==> src/hw/exc_defines.vh <==
// Constants for the exception and interrupt dispatch unit
`ifndef EXC_DEFINES_VH
`define EXC_DEFINES_VH
// ------
// Request kinds
// ------
`define K_PASSIVE 4'h0
`define K_MCHECK 4'h1
`define K_KSNV 4'h2
`define K_PWRFAIL 4'h3
`define K_ACV 4'h4
`define K_TNV 4'h5
`define K_ARITH 4'h6
`define K_CHM_KERNEL 4'h7
`define K_CHM_EXEC 4'h8
`define K_CHM_SUPER 4'h9
`define K_CHM_USER 4'ha
`define K_SOFTERR 4'hb
`define K_HARDERR 4'hc
`define K_VECDIS 4'hd
`define K_EMUL 4'he
`define K_RESTART 4'hf
// ------
// Vector table offsets
// ------
`define V_PASSIVE 10'h000
`define V_MCHECK 10'h004
`define V_KSNV 10'h008
`define V_PWRFAIL 10'h00c
`define V_ACV 10'h020
`define V_TNV 10'h024
`define V_ARITH 10'h034
`define V_CHM_KERNEL 10'h040
`define V_CHM_EXEC 10'h044
`define V_CHM_SUPER 10'h048
`define V_CHM_USER 10'h04c
`define V_SOFTERR 10'h054
`define V_HARDERR 10'h060
`define V_VECDIS 10'h068
`define V_EMUL_START 10'h0c8
`define V_EMUL_CONT 10'h0cc
// ------
// Priority levels, frame sizes, fields
// ------
`define IPL_PWRFAIL 5'h1e
`define IPL_SOFTERR 5'h1a
`define IPL_HARDERR 5'h1d
`define N_EMUL_SPEC 4'h8
`define N_MCHECK 4'h6
`define FRAME_EMUL 4'hc
`define FPD_BIT 27
`define ARITH_FIRST_FAULT 16'h0008
`define TABLE_BASE_LSB 9
// ------
// Restart sequence
// ------
`define RESTART_PC 32'he0040000
`define IPR_SAVED_PC 6'h2a
`define IPR_SAVED_STATUS 6'h2b
`define HALT_INTSTK_ERR 6'h04
`define HALT_POWERUP 6'h03
`endif

==> src/hw/cpu_exception_dispatch.v <==
// Exception and interrupt dispatch: frame push, vector fetch, restart
// Summary of operation
// [RULE1] Emulation frame: opcode, opcode PC, eight specifiers, next PC, status.
// [RULE2] Specifier words hold address for write/address, value for read operands.
// [RULE3] Unused specifier words of the emulation frame carry any value.
// [RULE4] Emulation trap frame PC is the address of the following instruction.
// [RULE5] First-part-done set: emulation faults via CC, saved PC is opcode address.
// [RULE6] Vector instructions fault via 68, pushing only PC and status.
// [RULE7] Internal error takes machine check via 04 with identifying frame.
// [RULE8] Machine check frame carries six parameters beyond PC and status.
// [RULE9] Inconsistency, kernel halt or reset: save state, jump to E0040000.
// [RULE10] Restart saves SP to mode IPR, PC to IPR 42, status to 43.
// [RULE11] Fault while pushing kernel stack gives kernel-stack-invalid abort via 08.
// [RULE12] Kernel-stack-invalid abort runs on interrupt stack with no parameters.
// [RULE13] Fault while pushing interrupt stack starts restart with stack error code.
// [RULE14] Vectors come from a two-page table at the table base register.
// [RULE15] Passive release dispatches via 00, level raised to request level.
// [RULE16] Power fail dispatches via 0C, level 1E, no parameters.
// [RULE17] Access violation 20 and not-valid 24 push address and status code.
// [RULE18] Arithmetic exceptions via 34, trap or fault, one type code parameter.
// [RULE19] Change-mode traps via 40,44,48,4C push sign-extended operand word.
// [RULE20] Soft error interrupt via 54 at level 1A, no parameters.
// [RULE21] Hard error interrupt via 60 at level 1D, no parameters.
// [RULE22] First-part-done clear: emulation traps via C8.
// [RULE23] Traps save next PC; faults save faulting instruction PC.
// [RULE24] Vector address is table base plus fixed offset.
`timescale 1ns/1ps
`default_nettype none
`include "exc_defines.vh"
module cpu_exception_dispatch (
    // Clock and reset
    input wire clk_sys,
    input wire rst,
    // Request from execution
    input wire req_valid,
    output wire req_ready,
    input wire [3:0] req_kind,
    input wire [31:0] req_pc,
    input wire [31:0] req_next_pc,
    input wire [31:0] req_status,
    input wire [31:0] req_sp,
    input wire [2:0] req_sp_mode,
    input wire req_on_istack,
    input wire [31:0] req_isp,
    input wire [4:0] req_level,
    input wire [7:0] req_opcode,
    input wire [15:0] req_word,
    input wire [5:0] req_halt_code,
    // Parameter source
    output wire [3:0] param_sel,
    input wire [31:0] param_data,
    // Vector table base
    input wire [31:0] vector_table_base,
    // Stack push port
    output reg push_valid_q,
    output reg [31:0] push_addr_q,
    output reg [31:0] push_data_q,
    input wire push_ready,
    input wire push_err,
    // Vector fetch port
    output reg fetch_valid_q,
    output reg [31:0] fetch_addr_q,
    input wire fetch_ready,
    input wire [31:0] fetch_data,
    // Internal register write port
    output reg ipr_wr_valid_q,
    output reg [5:0] ipr_wr_addr_q,
    output reg [31:0] ipr_wr_data_q,
    input wire ipr_wr_ready,
    // Dispatch result
    output reg done_q,
    output reg restarted_q,
    output reg [31:0] new_pc_q,
    output reg [31:0] new_sp_q,
    output reg new_istack_q,
    output reg new_ipl_load_q,
    output reg [4:0] new_ipl_q
);
    // ------
    // States
    // ------
    localparam S_BOOT = 3'd0;
    localparam S_IDLE = 3'd1;
    localparam S_LOAD = 3'd2;
    localparam S_PUSH = 3'd3;
    localparam S_FETCH = 3'd4;
    localparam S_IPR = 3'd5;
    localparam S_DONE = 3'd6;

    // ------
    // Decode functions
    // ------
    function [9:0] vec_off;
        input [3:0] k;
        input first_part_done_flag;
        begin
            case (k)
                `K_PASSIVE: vec_off = `V_PASSIVE; // [RULE15]
                `K_MCHECK: vec_off = `V_MCHECK; // [RULE7]
                `K_KSNV: vec_off = `V_KSNV; // [RULE11]
                `K_PWRFAIL: vec_off = `V_PWRFAIL; // [RULE16]
                `K_ACV: vec_off = `V_ACV; // [RULE17]
                `K_TNV: vec_off = `V_TNV; // [RULE17]
                `K_ARITH: vec_off = `V_ARITH; // [RULE18]
                `K_CHM_KERNEL: vec_off = `V_CHM_KERNEL; // [RULE19]
                `K_CHM_EXEC: vec_off = `V_CHM_EXEC; // [RULE19]
                `K_CHM_SUPER: vec_off = `V_CHM_SUPER; // [RULE19]
                `K_CHM_USER: vec_off = `V_CHM_USER; // [RULE19]
                `K_SOFTERR: vec_off = `V_SOFTERR; // [RULE20]
                `K_HARDERR: vec_off = `V_HARDERR; // [RULE21]
                `K_VECDIS: vec_off = `V_VECDIS; // [RULE6]
                `K_EMUL: vec_off = first_part_done_flag ? `V_EMUL_CONT : `V_EMUL_START; // [RULE5] [RULE22]
                default: vec_off = `V_PASSIVE;
            endcase
        end
    endfunction

    function [3:0] frame_words;
        input [3:0] k;
        input first_part_done_flag;
        begin
            case (k)
                `K_MCHECK: frame_words = `N_MCHECK + 4'h2; // [RULE8]
                `K_ACV, `K_TNV: frame_words = 4'h4; // [RULE17]
                `K_ARITH: frame_words = 4'h3; // [RULE18]
                `K_CHM_KERNEL, `K_CHM_EXEC, `K_CHM_SUPER, `K_CHM_USER: frame_words = 4'h3;
                `K_EMUL: frame_words = first_part_done_flag ? 4'h2 : `FRAME_EMUL; // [RULE1] [RULE5]
                default: frame_words = 4'h2; // [RULE6] [RULE12] [RULE15] [RULE16]
            endcase
        end
    endfunction

    function is_chm;
        input [3:0] k;
        begin
            is_chm = (k == `K_CHM_KERNEL) || (k == `K_CHM_EXEC) ||
                (k == `K_CHM_SUPER) || (k == `K_CHM_USER);
        end
    endfunction

    // ------
    // State registers
    // ------
    reg [2:0] state_q;
    reg [3:0] kind_q;
    reg fpd_q;
    reg [3:0] total_q;
    reg [3:0] cnt_q;
    reg [31:0] sp_q;
    reg [2:0] sp_mode_q;
    reg istack_q;
    reg [31:0] pc_q;
    reg [31:0] opc_pc_q;
    reg [31:0] status_q;
    reg [7:0] opcode_q;
    reg [15:0] word_q;
    reg [4:0] level_q;
    reg [5:0] halt_q;
    reg [1:0] ipr_step_q;
    reg boot_q;

    wire req_fpd;
    wire req_trap;
    wire [3:0] spec_idx;
    reg [31:0] word_d;

    assign req_ready = (state_q == S_IDLE);
    assign req_fpd = req_status[`FPD_BIT];
    // [RULE23]
    assign req_trap = ((req_kind == `K_EMUL) && !req_fpd) || is_chm(req_kind) ||
        ((req_kind == `K_ARITH) && (req_word < `ARITH_FIRST_FAULT));
    assign spec_idx = cnt_q - 4'h2;
    assign param_sel = (kind_q == `K_EMUL) ? spec_idx : cnt_q; // [RULE2] [RULE3]

    // ------
    // Frame word selection
    // ------
    always @* begin
        if (cnt_q == total_q - 4'h1) begin
            word_d = status_q;
        end else if (cnt_q == total_q - 4'h2) begin
            word_d = pc_q; // [RULE4] [RULE23]
        end else if (kind_q == `K_EMUL) begin
            if (cnt_q == 4'h0) begin
                word_d = {24'h000000, opcode_q}; // [RULE1]
            end else if (cnt_q == 4'h1) begin
                word_d = opc_pc_q; // [RULE1]
            end else begin
                word_d = param_data; // [RULE2]
            end
        end else if (is_chm(kind_q)) begin
            word_d = {{16{word_q[15]}}, word_q}; // [RULE19]
        end else if (kind_q == `K_ARITH) begin
            word_d = {16'h0000, word_q}; // [RULE18]
        end else begin
            word_d = param_data; // [RULE8] [RULE17]
        end
    end

    // ------
    // Sequencer
    // ------
    always @(posedge clk_sys) begin
        if (rst) begin
            state_q <= S_BOOT;
            kind_q <= 4'h0;
            fpd_q <= 1'b0;
            total_q <= 4'h0;
            cnt_q <= 4'h0;
            sp_q <= 32'h0;
            sp_mode_q <= 3'h0;
            istack_q <= 1'b0;
            pc_q <= 32'h0;
            opc_pc_q <= 32'h0;
            status_q <= 32'h0;
            opcode_q <= 8'h00;
            word_q <= 16'h0000;
            level_q <= 5'h00;
            halt_q <= 6'h00;
            ipr_step_q <= 2'h0;
            boot_q <= 1'b0;
            push_valid_q <= 1'b0;
            push_addr_q <= 32'h0;
            push_data_q <= 32'h0;
            fetch_valid_q <= 1'b0;
            fetch_addr_q <= 32'h0;
            ipr_wr_valid_q <= 1'b0;
            ipr_wr_addr_q <= 6'h00;
            ipr_wr_data_q <= 32'h0;
            done_q <= 1'b0;
            restarted_q <= 1'b0;
            new_pc_q <= 32'h0;
            new_sp_q <= 32'h0;
            new_istack_q <= 1'b0;
            new_ipl_load_q <= 1'b0;
            new_ipl_q <= 5'h00;
        end else begin
            done_q <= 1'b0;
            case (state_q)
                S_BOOT: begin
                    // Power-up restart
                    pc_q <= req_pc; // [RULE9]
                    status_q <= req_status;
                    sp_q <= req_sp;
                    sp_mode_q <= req_sp_mode;
                    halt_q <= `HALT_POWERUP;
                    boot_q <= 1'b1;
                    ipr_step_q <= 2'h0;
                    state_q <= S_IPR;
                end
                S_IDLE: begin
                    if (req_valid) begin
                        kind_q <= req_kind;
                        fpd_q <= req_fpd;
                        total_q <= frame_words(req_kind, req_fpd);
                        cnt_q <= frame_words(req_kind, req_fpd) - 4'h1;
                        pc_q <= req_trap ? req_next_pc : req_pc; // [RULE23]
                        opc_pc_q <= req_pc;
                        status_q <= req_status;
                        sp_q <= req_sp;
                        sp_mode_q <= req_sp_mode;
                        istack_q <= req_on_istack;
                        opcode_q <= req_opcode;
                        word_q <= req_word;
                        level_q <= req_level;
                        halt_q <= req_halt_code;
                        boot_q <= 1'b0;
                        ipr_step_q <= 2'h0;
                        if (req_kind == `K_RESTART) begin
                            pc_q <= req_pc; // [RULE9]
                            state_q <= S_IPR;
                        end else if (req_kind == `K_KSNV) begin
                            sp_q <= req_isp; // [RULE12]
                            istack_q <= 1'b1;
                            state_q <= S_LOAD;
                        end else begin
                            state_q <= S_LOAD;
                        end
                    end
                end
                S_LOAD: begin
                    push_addr_q <= sp_q - 32'h4;
                    push_data_q <= word_d;
                    push_valid_q <= 1'b1;
                    state_q <= S_PUSH;
                end
                S_PUSH: begin
                    if (push_ready) begin
                        push_valid_q <= 1'b0;
                        if (push_err) begin
                            if (istack_q) begin
                                halt_q <= `HALT_INTSTK_ERR; // [RULE13]
                                pc_q <= opc_pc_q;
                                ipr_step_q <= 2'h0;
                                state_q <= S_IPR;
                            end else begin
                                kind_q <= `K_KSNV; // [RULE11]
                                total_q <= 4'h2;
                                cnt_q <= 4'h1;
                                sp_q <= req_isp; // [RULE12]
                                istack_q <= 1'b1;
                                state_q <= S_LOAD;
                            end
                        end else begin
                            sp_q <= sp_q - 32'h4;
                            if (cnt_q == 4'h0) begin
                                // [RULE14] [RULE24]
                                fetch_addr_q <= {vector_table_base[31:`TABLE_BASE_LSB],
                                    9'h000} + {22'h000000, vec_off(kind_q, fpd_q)};
                                fetch_valid_q <= 1'b1;
                                state_q <= S_FETCH;
                            end else begin
                                cnt_q <= cnt_q - 4'h1;
                                state_q <= S_LOAD;
                            end
                        end
                    end
                end
                S_FETCH: begin
                    if (fetch_ready) begin
                        fetch_valid_q <= 1'b0;
                        new_pc_q <= {fetch_data[31:2], 2'b00};
                        new_sp_q <= sp_q;
                        new_istack_q <= istack_q | fetch_data[0] | (kind_q == `K_KSNV);
                        restarted_q <= 1'b0;
                        new_ipl_load_q <= 1'b1;
                        case (kind_q)
                            `K_PASSIVE: new_ipl_q <= level_q; // [RULE15]
                            `K_PWRFAIL: new_ipl_q <= `IPL_PWRFAIL; // [RULE16]
                            `K_SOFTERR: new_ipl_q <= `IPL_SOFTERR; // [RULE20]
                            `K_HARDERR: new_ipl_q <= `IPL_HARDERR; // [RULE21]
                            default: new_ipl_load_q <= 1'b0;
                        endcase
                        state_q <= S_DONE;
                    end
                end
                S_IPR: begin
                    if (!ipr_wr_valid_q) begin
                        ipr_wr_valid_q <= 1'b1;
                        case (ipr_step_q)
                            2'h0: begin
                                ipr_wr_addr_q <= {3'h0, sp_mode_q}; // [RULE10]
                                ipr_wr_data_q <= sp_q;
                            end
                            2'h1: begin
                                ipr_wr_addr_q <= `IPR_SAVED_PC; // [RULE10]
                                ipr_wr_data_q <= pc_q;
                            end
                            default: begin
                                ipr_wr_addr_q <= `IPR_SAVED_STATUS; // [RULE10]
                                ipr_wr_data_q <= {status_q[31:16], 1'b1, 1'b0,
                                    halt_q, status_q[7:0]};
                            end
                        endcase
                    end else if (ipr_wr_ready) begin
                        ipr_wr_valid_q <= 1'b0;
                        if (ipr_step_q == 2'h2) begin
                            new_pc_q <= `RESTART_PC; // [RULE9]
                            new_sp_q <= sp_q;
                            new_istack_q <= 1'b0;
                            new_ipl_load_q <= 1'b0;
                            restarted_q <= 1'b1;
                            state_q <= S_DONE;
                        end else begin
                            ipr_step_q <= ipr_step_q + 2'h1;
                        end
                    end
                end
                S_DONE: begin
                    done_q <= 1'b1;
                    boot_q <= 1'b0;
                    state_q <= S_IDLE;
                end
                default: begin
                    state_q <= S_IDLE;
                end
            endcase
        end
    end
endmodule // cpu_exception_dispatch
`default_nettype wire

==> config.mk <==
export PLATFORM = sky130hd
export DESIGN_NAME = cpu_exception_dispatch
export DESIGN_NICKNAME = d
export VERILOG_FILES = /design/src/hw/cpu_exception_dispatch.v
export VERILOG_INCLUDE_DIRS = /design/src /design/src/hw
export SDC_FILE = /design/constraint.sdc
export NUM_CORES = 1
export LEC_CHECK = 0
export ABC_AREA = 1
export CAP_MARGIN = 20
export CORE_AREA = 2 2 241 243
export CTS_BUF_LIST = sky130_fd_sc_hd__clkbuf_4 sky130_fd_sc_hd__clkbuf_8
export CTS_CLUSTER_SIZE = 16
export DETAILED_ROUTE_END_ITERATION = 10
export DIE_AREA = 0 0 243 245
export DONT_BUFFER_PORTS = 1
export GPL_TIMING_DRIVEN = 0
export PLACE_DENSITY_LB_ADDON = 0.05
export SLEW_MARGIN = 25
export SYNTH_ARGS = -nofsm -noshare
export SYNTH_HDL_FRONTEND = slang
export SYNTH_SLANG_ARGS = --single-unit
==> constraint.sdc <==
create_clock -name clk_sys -period 4.2 [get_ports clk_sys]
set_clock_uncertainty 0.1 [all_clocks]
set_input_delay 1.26 -clock clk_sys [delete_from_list [all_inputs] [get_ports clk_sys]]
set_output_delay 1.26 -clock clk_sys [all_outputs]
set_load 0.01 [all_outputs]
### Word-level counts from Yosys, hierarchy flattened

Index checks and enable logic that the tools add are counted.

| word-level totals | value |
|---|---|
| bits in registers | 395 |
| input port bits | 306 |
| output and inout port bits | 215 |
| word-level logic and storage cells | 250 |

| cells by class | value |
|---|---|
| $add $sub $neg | 8 |
| $lt $le $gt $ge | 1 |
| equal/unequal tests | 50 |
| mux-type cells | 115 |
| bitwise operators | 4 |
| reductions and logical operators | 41 |

Operators with widths:

| operator | count |
|---|---|
| 2-to-1 mux 32 bit | 28 |
| one-hot mux 32 bit (2 select lines) | 4 |
| one-hot mux 32 bit (3 select lines) | 2 |
| one-hot mux 8 bit (14 select lines) | 1 |
| 2-to-1 mux 4 bit | 14 |
| 2-to-1 mux 10 bit | 5 |
| == test 4 bit (second input constant) | 12 |
| 2-to-1 mux 3 bit | 12 |
| adder 32 x 10 -> 32 bit | 1 |
| == test 4 x 3 -> 1 bit (second input constant) | 8 |
| subtractor 32 x 3 -> 32 bit (second input constant) | 1 |
| AND reduction 5 bit | 5 |
| 2-to-1 mux 6 bit | 4 |
| inequality test 2 bit (second input constant) | 12 |
| one-hot mux 4 bit (2 select lines) | 3 |
| 2-to-1 mux 1 bit | 22 |
| one-hot mux 5 bit (4 select lines) | 1 |
| one-hot mux 3 bit (6 select lines) | 1 |
| one-hot mux 6 bit (3 select lines) | 1 |
| less-than comparator 16 x 4 -> 1 bit (second input constant) | 1 |
| one-hot mux 4 bit (4 select lines) | 1 |
| 2-to-1 mux 2 bit | 7 |
| == test 4 x 1 -> 1 bit (second input constant) | 3 |
| == test 4 x 2 -> 1 bit (second input constant) | 3 |
| other kinds (33) | 67 |

### Depth between registers and ports, before layout

Gate-level depths: netlist (run 1).

| depth | value |
|---|---|
| word-level depth | 10 |
| mapped depth | 14 |
| depth with buffers taken out | 13 |

### Least setup slack after synthesis (run 1)

No wires, ideal clock.

| path | value |
|---|---|
| path type | register to output |
| from | register kind_q[3] |
| to | output param_sel[2] |
| data arrival time | 1.390 ns |
| data required time | 2.840 ns |
| path slack | 1.450 ns |
| stages on the path, launching flop included | 7 |
| path buffers | 2 |
| cell sequence | dfxtp_1 > buf_2 > nand2_1 > nor2_2 > clkinv_1 > clkbuf_1 > o21ai_0 |

| on the way | value |
|---|---|
| longest elaborated chain between the ends | 2 |

Ends and longest elaborated chain:

| what | line | RTL |
|---|---|---|
| start: declaration | cpu_exception_dispatch.v:145 | `reg [3:0] kind_q;` |
| start signal: assignment | cpu_exception_dispatch.v:253 | `kind_q <= req_kind;` |
| start signal: assignment | cpu_exception_dispatch.v:297 | `` kind_q <= `K_KSNV; `` |
| == test 4 bit | -- |  |
| 2-to-1 mux 4 bit | cpu_exception_dispatch.v:173 | `` assign param_sel = (kind_q == `K_EMUL) ? spec_idx : cnt_q; `` |
| end: declaration | cpu_exception_dispatch.v:50 | `output wire [3:0] param_sel,` |

Every way passes these cells.

### Worst setup path after layout (run 1)

| path | value |
|---|---|
| from | register kind_q[2] |
| to | output param_sel[2] |

The elaborated chain is that of the path after synthesis.

==> out/results.ini, run 1 <==
[critical_path]
reg2reg_from = cnt_q[1]
worst_ep_arrival_time_ps = 2610
critPathSlowestCell = dfxtp_1
crit_path_start_kind = register
crit_type = reg2out
path_cells = nand2_1 -> nor2_2 -> clkinv_1 -> clkbuf_1 -> o21ai_2
cp_max_fo = 10
crit_start = kind_q[2]
required_ps = 2840
crit_path_end_kind = output port
cpPeakStageDelay_ps = 460

[pwr]
switching_share_pct = 47.04
p_seq_share_pct = 37.2
irDropWorstVdd_uv = 308.5
total_leakage_power_nw = 9.901
p_comb_share_pct = 38.8
power_density_nw_per_um2 = 752.8
p_total_mw = 16.74
switchingPower_mw = 7.878
clockPowerShare_pct = 24.0
intPower_mw = 8.867

[route]
final_antenna_net_count = 0
via_per_inst = 5.302
via_count = 20730
wire_per_inst_um = 24.12
drtIter0Drc = 1604
drt_pass1_iterations = 7
routed_wl_um = 94300
remaining_drc_errors = 0

[clock_tree]
clock-sinks = 388
cts_tree = yes
clk-insertion-delay-late_ps = 650
numCtsBuffers = 74
cts_buffer_depth = 3
htree_levels = 3
cts_root_buffer = clkbuf_8
clkTransAtPathRegs_ps = 60
post_cts_buffers = 0

[status]
status = finished clean

[die]
core_area_um2 = 57030
die_x_um = 243
pin_count = 521
initial_core_util_pct = 34.52
die-area_um2 = 59540
dieHeight_um = 245
rows = 88

[sta]
hold_viol = 0
tightest_slew_ps = 1001
rsz0062_at_grt = no
slew_violations = 0
max_freq_mhz = 252.1
setup_tns_ps = 0
finalCritPeriodShare_pct = 94.43
period_minus_slack_ps = 3966
relSlewSlack_pct = 33.24
finalSetupViolCount = 0

[grt]
grt_max_degree = 11
grt_pass1_vias = 19810
grt_pass1_wl_um = 134500
grt_overflow = 0
antenna_found_initial = 16
grt_usage_pct = 30.64

[yosys]
yosysWarnings = 0
synth_top_cell_area_share_pct = 39.45
yosysTopAreaCell = dfxtp_1
netlist_area_um2 = 19690
synth_cells = 3006
synth.distinct_cells = 44
yosysSeqAreaShare_pct = 39.45
netlist_top_cells_area = dfxtp_1 39%, nand2_1 13%, a21oi_1 9.1%, o21ai_0 8.2%, inv_1 7.6%
avgSynthCellArea_um2 = 6.549
synth_seq_cells = 388

[worst_hold_path]
worstHoldPathType = reg2reg
hp-start = level_q[0]

[final_layout]
fillers = 6396
num-nets-final = 3407
drive_above_1_share_pct = 7.808
syn2layout_area_growth_pct = 12.98

[place]
place.port_buffers = 0
place_hpwl_um = 75990
gp_congestion = 0.9551

[run]
drv_cap = 0

[flip-flops by register name (all words and copies together) (netlist names), 5 cells and up]
| register | cells |
|---|---|
| pc_q | 32 |
| opcode_q | 8 |
| new_sp_q | 32 |
| sp_q | 32 |
| status_q | 32 |
| level_q | 5 |
| word_q | 16 |
| opc_pc_q | 32 |
| push_addr_q | 32 |
| new_pc_q | 30 |
| new_ipl_q | 5 |
| ipr_wr_data_q | 32 |
| fetch_addr_q | 29 |
| push_data_q | 32 |
| halt_q | 6 |
[through the flow]
step | instance area, um^2 | std cells | worst slack (ps) | utilization [%] | hold slack [ps]
4_1_cts | 22220 | 3903 | 40.96 | 38.96 | 351.4
3_5_place_dp | 20680 | 3777 | 510.9 | 36.25 | 343.5
2_1_floorplan | 19710 | 3011 | 1450 | - | 323.7
3_3_place_gp | 20660 | 3776 | 503.9 | 36.23 | 346.6
5_1_grt | 22240 | 3908 | 56.85 | 38.99 | 371.2
6_report | 22240 | 3910 | 233.9 | 39.00 | 352.8
[cells by family after synthesis]
kind of cell	Yosys count	share of synthesized area [%]
simple gates	1101	22.56
compound gates	867	23.68
buf+inv	612	12.35
flops	388	39.45
xor+xnor	24	1.106
fa+ha+maj	13	0.8262
other cells	1	0.01905
[final timing paths]
check / end / slack [ps] / cells past startpoint
setup / recovery: param_sel[2] / 230 / 5
hold / removal: level_q[0] / 350 / 2
setup reg to reg: push_data_q[17] / 1350 / 13
hold reg to reg: level_q[0] / 350 / 2
[cells in the mapped netlist]
cell / instances
a31oi_1: 14
o31ai_1: 1
nand2_2: 10
xor2_1: 19
a311oi_1: 1
o21a_1: 1
o21bai_1: 21
nor4_1: 1
dfxtp_1: 388
o2111ai_1: 6
or2_0: 1
inv_2: 10
o22ai_1: 31
buf_2: 56
nand4_1: 43
o21ai_0: 323
a21oi_1: 358
ha_1: 13
nand3b_1: 1
o221ai_1: 1
nor2_4: 4
nor2_1: 263
xnor2_1: 4
nand3_2: 1
clkbuf_1: 123
nand3_1: 81
inv_4: 1
buf_1: 6
a221oi_1: 27
o21ai_1: 59
buf_4: 16
a211oi_1: 13
conb_1: 1
clkinv_1: 1
o221a_2: 4
o21ai_2: 1
nor2_2: 9
nand2_1: 681
inv_1: 397
o211ai_1: 5
xnor2_2: 1
clkbuf_2: 2
a41oi_1: 1
nor3_1: 6
[area by class of cell]
cell class	instances	area [um^2]	share of cell area (%)
diodes	7	17.52	0.07875
plain buffers	203	895.9	4.028
clock buffers	113	1411	6.345
clock inverters	13	132.6	0.5963
inverters	409	1538	6.913
multi-input cells	2011	9515	42.78
flip-flops and latches	388	7767	34.92
well taps	765	957.2	4.303
repair buffers	1	7.507	0.03375
[layout by cell type (no fill, tap or decap), drive strengths merged, types with 6 or more instances in the layout]
| cell | instances |
|---|---|
| o22ai | 31 |
| clkinv | 7 |
| o2111ai | 6 |
| a21oi | 358 |
| dfxtp | 388 |
| nand2 | 691 |
| nand3 | 82 |
| nor2 | 276 |
| a31oi | 14 |
| conb | 6 |
| nor3 | 6 |
| o21bai | 21 |
| a211oi | 13 |
| ha | 13 |
| clkbuf | 238 |
| nand4 | 43 |
| inv | 412 |
| buf | 79 |
| diode | 7 |
| o21ai | 383 |
| a221oi | 27 |
| xor2 | 19 |
[timing repair]
action,4_1_cts,5_1_grt
hold buffers,0,0
gates resized for setup,1,1
endpoints found under the setup margin,1,1
[worst max-delay path: cells and delay by family, from the launching register on]
kind,cells,cell delay [ps]
AO/OA/AOI/OAI,1,400
buffers and inverters,2,710
flip-flops,1,460
AND/OR/NAND/NOR,2,380
[per-layer routing]
metal / vias to the layer above / global-route usage, % / routed length, um
met5: - / 0 / 104
met4: 16 / 9.239 / 2265
met3: 136 / 6.418 / 7127
met2: 794 / 49.39 / 43060
met1: 9871 / 41.12 / 41740
li1: 9915 / - / -
[power by group through the flow]
stage	clock network, mW	logic, mW	registers [mW]
CTS	4.10	6.39	6.21
floorplan	0	4.32	5.59
finish	4.02	6.49	6.24
detailed placement	0	6.36	6.27
global placement	0	6.32	6.27
global route	4.26	7.20	6.30
(Power assumes the default switching activity.)
==> run 2: changes to the inputs <==
==> constraint.sdc (replaced) <==
create_clock -name clk_sys -period 4.2 [get_ports clk_sys]
set_clock_uncertainty 0.1 [all_clocks]
set_input_delay 1.26 -clock clk_sys [delete_from_list [all_inputs] [get_ports clk_sys]]
set_output_delay 1.26 -clock clk_sys [all_outputs]
set_load 0.05 [all_outputs]
==> run 2 against run 1 <==
Setup slack got worse by 47 ps. Combinational power up 1%. Non-clock buffer count did not move. Final cell count increased by 0.10%. Design area up 0.12%. Critical path depth did not move. Global-route usage hardly changed. Die area stayed put. Count of clock-buffer cells in the layout down 5. Via count is essentially flat. Maximum frequency decreased by 1.2%. Core utilization is essentially flat. Critical endpoint unchanged. Largest power group is now sequential cells.
==> out/results.ini, run 2 (same netlist as run 1, synthesis figures left out) <==
[status]
status = finished clean

[pwr]
p_seq_share_pct = 41.7  ; +4.5 points
power_density_nw_per_um2 = 813.5  ; +8.1%
intPower_mw = 8.830  ; -0.42%
p_comb_share_pct = 36.2  ; -2.6 points
clockPowerShare_pct = 22.1  ; -1.9 points
switching_share_pct = 51.26  ; +4.2 points
irDropWorstVdd_uv = 363.0  ; +18%
total_leakage_power_nw = 9.909  ; about the same
switchingPower_mw = 9.286  ; +18%

[sta]
period_minus_slack_ps = 4013  ; +46.56 ps
tightest_slew_ps = 1074  ; +72.26 ps
hold_viol = 0  ; unchanged
hold_ws_ps = 353.5  ; +0.7750 ps
slew_violations = 0  ; unchanged
max_freq_mhz = 249.2  ; -1.2%
finalSetupViolCount = 0  ; unchanged
finalCritPeriodShare_pct = 95.54  ; +1.1 points
rsz0062_at_grt = no
relSlewSlack_pct = 28.42  ; -4.8 points

[critical_path]
required_ps = 2840  ; about the same
critPathSlowestCell = o21ai_4
crit_path_end_kind = output port
cp_top_family = buffers and inverters
worst_ep_arrival_time_ps = 2650  ; +40 ps
reg2reg_depth = 13  ; unchanged
critPathBufInv = 2  ; unchanged
cp.depth = 5  ; unchanged
path_cells = nand2_1 -> nor2_2 -> clkinv_1 -> clkbuf_2 -> o21ai_4
crit_path_start_kind = register
cpPeakStageDelay_ps = 490  ; +30 ps
crit_type = reg2out
cp_max_fo = 10  ; unchanged

[final_layout]
drive_above_1_share_pct = 7.932  ; +0.12 points
fin_cells = 3914  ; +0.10%
syn2layout_area_growth_pct = 13.11
layout_common_cells = 681 x nand2_1, 397 x inv_1, 388 x dfxtp_1
layout_commonest_cell = nand2_1
num-nets-final = 3405  ; -0.059%

[route]
final_antenna_net_count = 0  ; unchanged
drt_pass1_iterations = 8  ; +1
wire_per_inst_um = 24.11  ; about the same
top_layer = met5
wl_met3_um = 7622  ; +6.9%
via_per_inst = 5.294  ; -0.16%
met1_length_um = 41140  ; -1.4%
wl_met2_um = 42860  ; -0.47%
routed_wl_um = 94350  ; about the same
remaining_drc_errors = 0  ; unchanged
via_count = 20720  ; -0.063%
drtIter0Drc = 1591  ; -0.81%

[grt]
antenna_found_initial = 18  ; +2
grt_usage_pct = 30.60  ; -0.035 points
grt_pass1_vias = 19810  ; +0.015%
grt_overflow = 0  ; unchanged
grt_max_degree = 11  ; unchanged
grt_pass1_wl_um = 134100  ; -0.27%

[die]
die-area_um2 = 59540  ; unchanged
initial_core_util_pct = 34.52  ; unchanged
rows = 88  ; unchanged
pin_count = 521  ; unchanged
core_area_um2 = 57030  ; unchanged
die_x_um = 243  ; unchanged
dieHeight_um = 245  ; unchanged

[clock_tree]
cts_buffer_depth = 3  ; unchanged
clock-sinks = 388  ; unchanged
ctsResizeCount = 2  ; +1
numCtsBuffers = 72  ; -2.7%
post_cts_buffers = 0  ; unchanged
clkTransAtPathRegs_ps = 60  ; about the same
ctsHoldBuffers = 0  ; unchanged
cts_root_buffer = clkbuf_8
cts_tree = yes
htree_levels = 3  ; unchanged
clk-insertion-delay-late_ps = 680  ; +30 ps

[place]
place_hpwl_um = 75940  ; about the same
gp_congestion = 0.9551  ; unchanged
place.port_buffers = 0  ; unchanged
dpl.cell_count = 3777  ; unchanged

[run]
drv_cap = 0  ; unchanged

[worst_hold_path]
worstHoldPathType = reg2reg
worstHoldPathCells = 2  ; unchanged

==> run 2: cell count changes in the layout (fill, tap and decap cells not counted), moves of 2 or more <==
cell / delta
xor2_1: -2
xor2_2: +2
diode_2: +3
clkinv_2: +6
clkbuf_4: -5
==> run 2: stage by stage <==
step / TNS (ps) / setup slack [ps] / utilization, % / total power, mW / instance area, um^2
after detailed placement: 0 / 512.7 / 36.29 / 14.03 / 20700
after global routing: 0 / 42.19 / 39.02 / 19.14 / 22260
after CTS: 0 / 126.4 / 39.00 / 18.10 / 22240
after global placement: -235.5 / -235.5 / 36.23 / 13.98 / 20660
final: 0 / 187.4 / 39.04 / 18.12 / 22270
after floorplan: 0 / 634.3 / - / 11.31 / 19710
==> run 2: power groups by stage <==
stage / registers, mW / logic (mW) / clock network [mW]
floorplan: 6.92 / 4.39 / 0
global placement: 7.60 / 6.39 / 0
detailed placement: 7.60 / 6.43 / 0
CTS: 7.54 / 6.47 / 4.09
global route: 7.63 / 7.28 / 4.24
finish: 7.56 / 6.56 / 4.00
==> run 2: worst paths after layout <==
| kind | slack, ps | startpoint | endpoint |
|---|---|---|---|
| worst min register to register | 350 | level_q[0] | level_q[0] |
| worst max register to register | 1250 | cnt_q[1] | push_data_q[17] |
| worst min-delay path | 350 | level_q[0] | level_q[0] |
| worst max-delay path | 190 | kind_q[2] | param_sel[2] |
==> run 2: final cells by class <==
| type | instances | area, um^2 |
|---|---|---|
| tap | 765 | 957.2 |
| multi-input combinational | 2011 | 9538 |
| antenna | 10 | 25.02 |
| fill | 6390 | 34770 |
| buffer | 203 | 897.1 |
| inverter | 409 | 1538 |
| clock inverter | 19 | 165.2 |
| sequential | 388 | 7767 |
| clock buffer | 108 | 1374 |
| timing repair buffer | 1 | 7.507 |
==> run 2: routing by layer <==
metal  vias up  global-route usage (%)
met5         -                       0
met4        14                   10.29
met3       150                   6.637
met2       814                   49.11
met1      9831                   40.72
li1       9910                       -
==> run 2: tightest hold or removal path: cells and delay by family (launching register included) <==
| kind | cells | cell delay, ps |
|---|---|---|
| flops | 1 | 310 |
| buf+inv | 1 | 50 |
| compound gates | 1 | 50 |
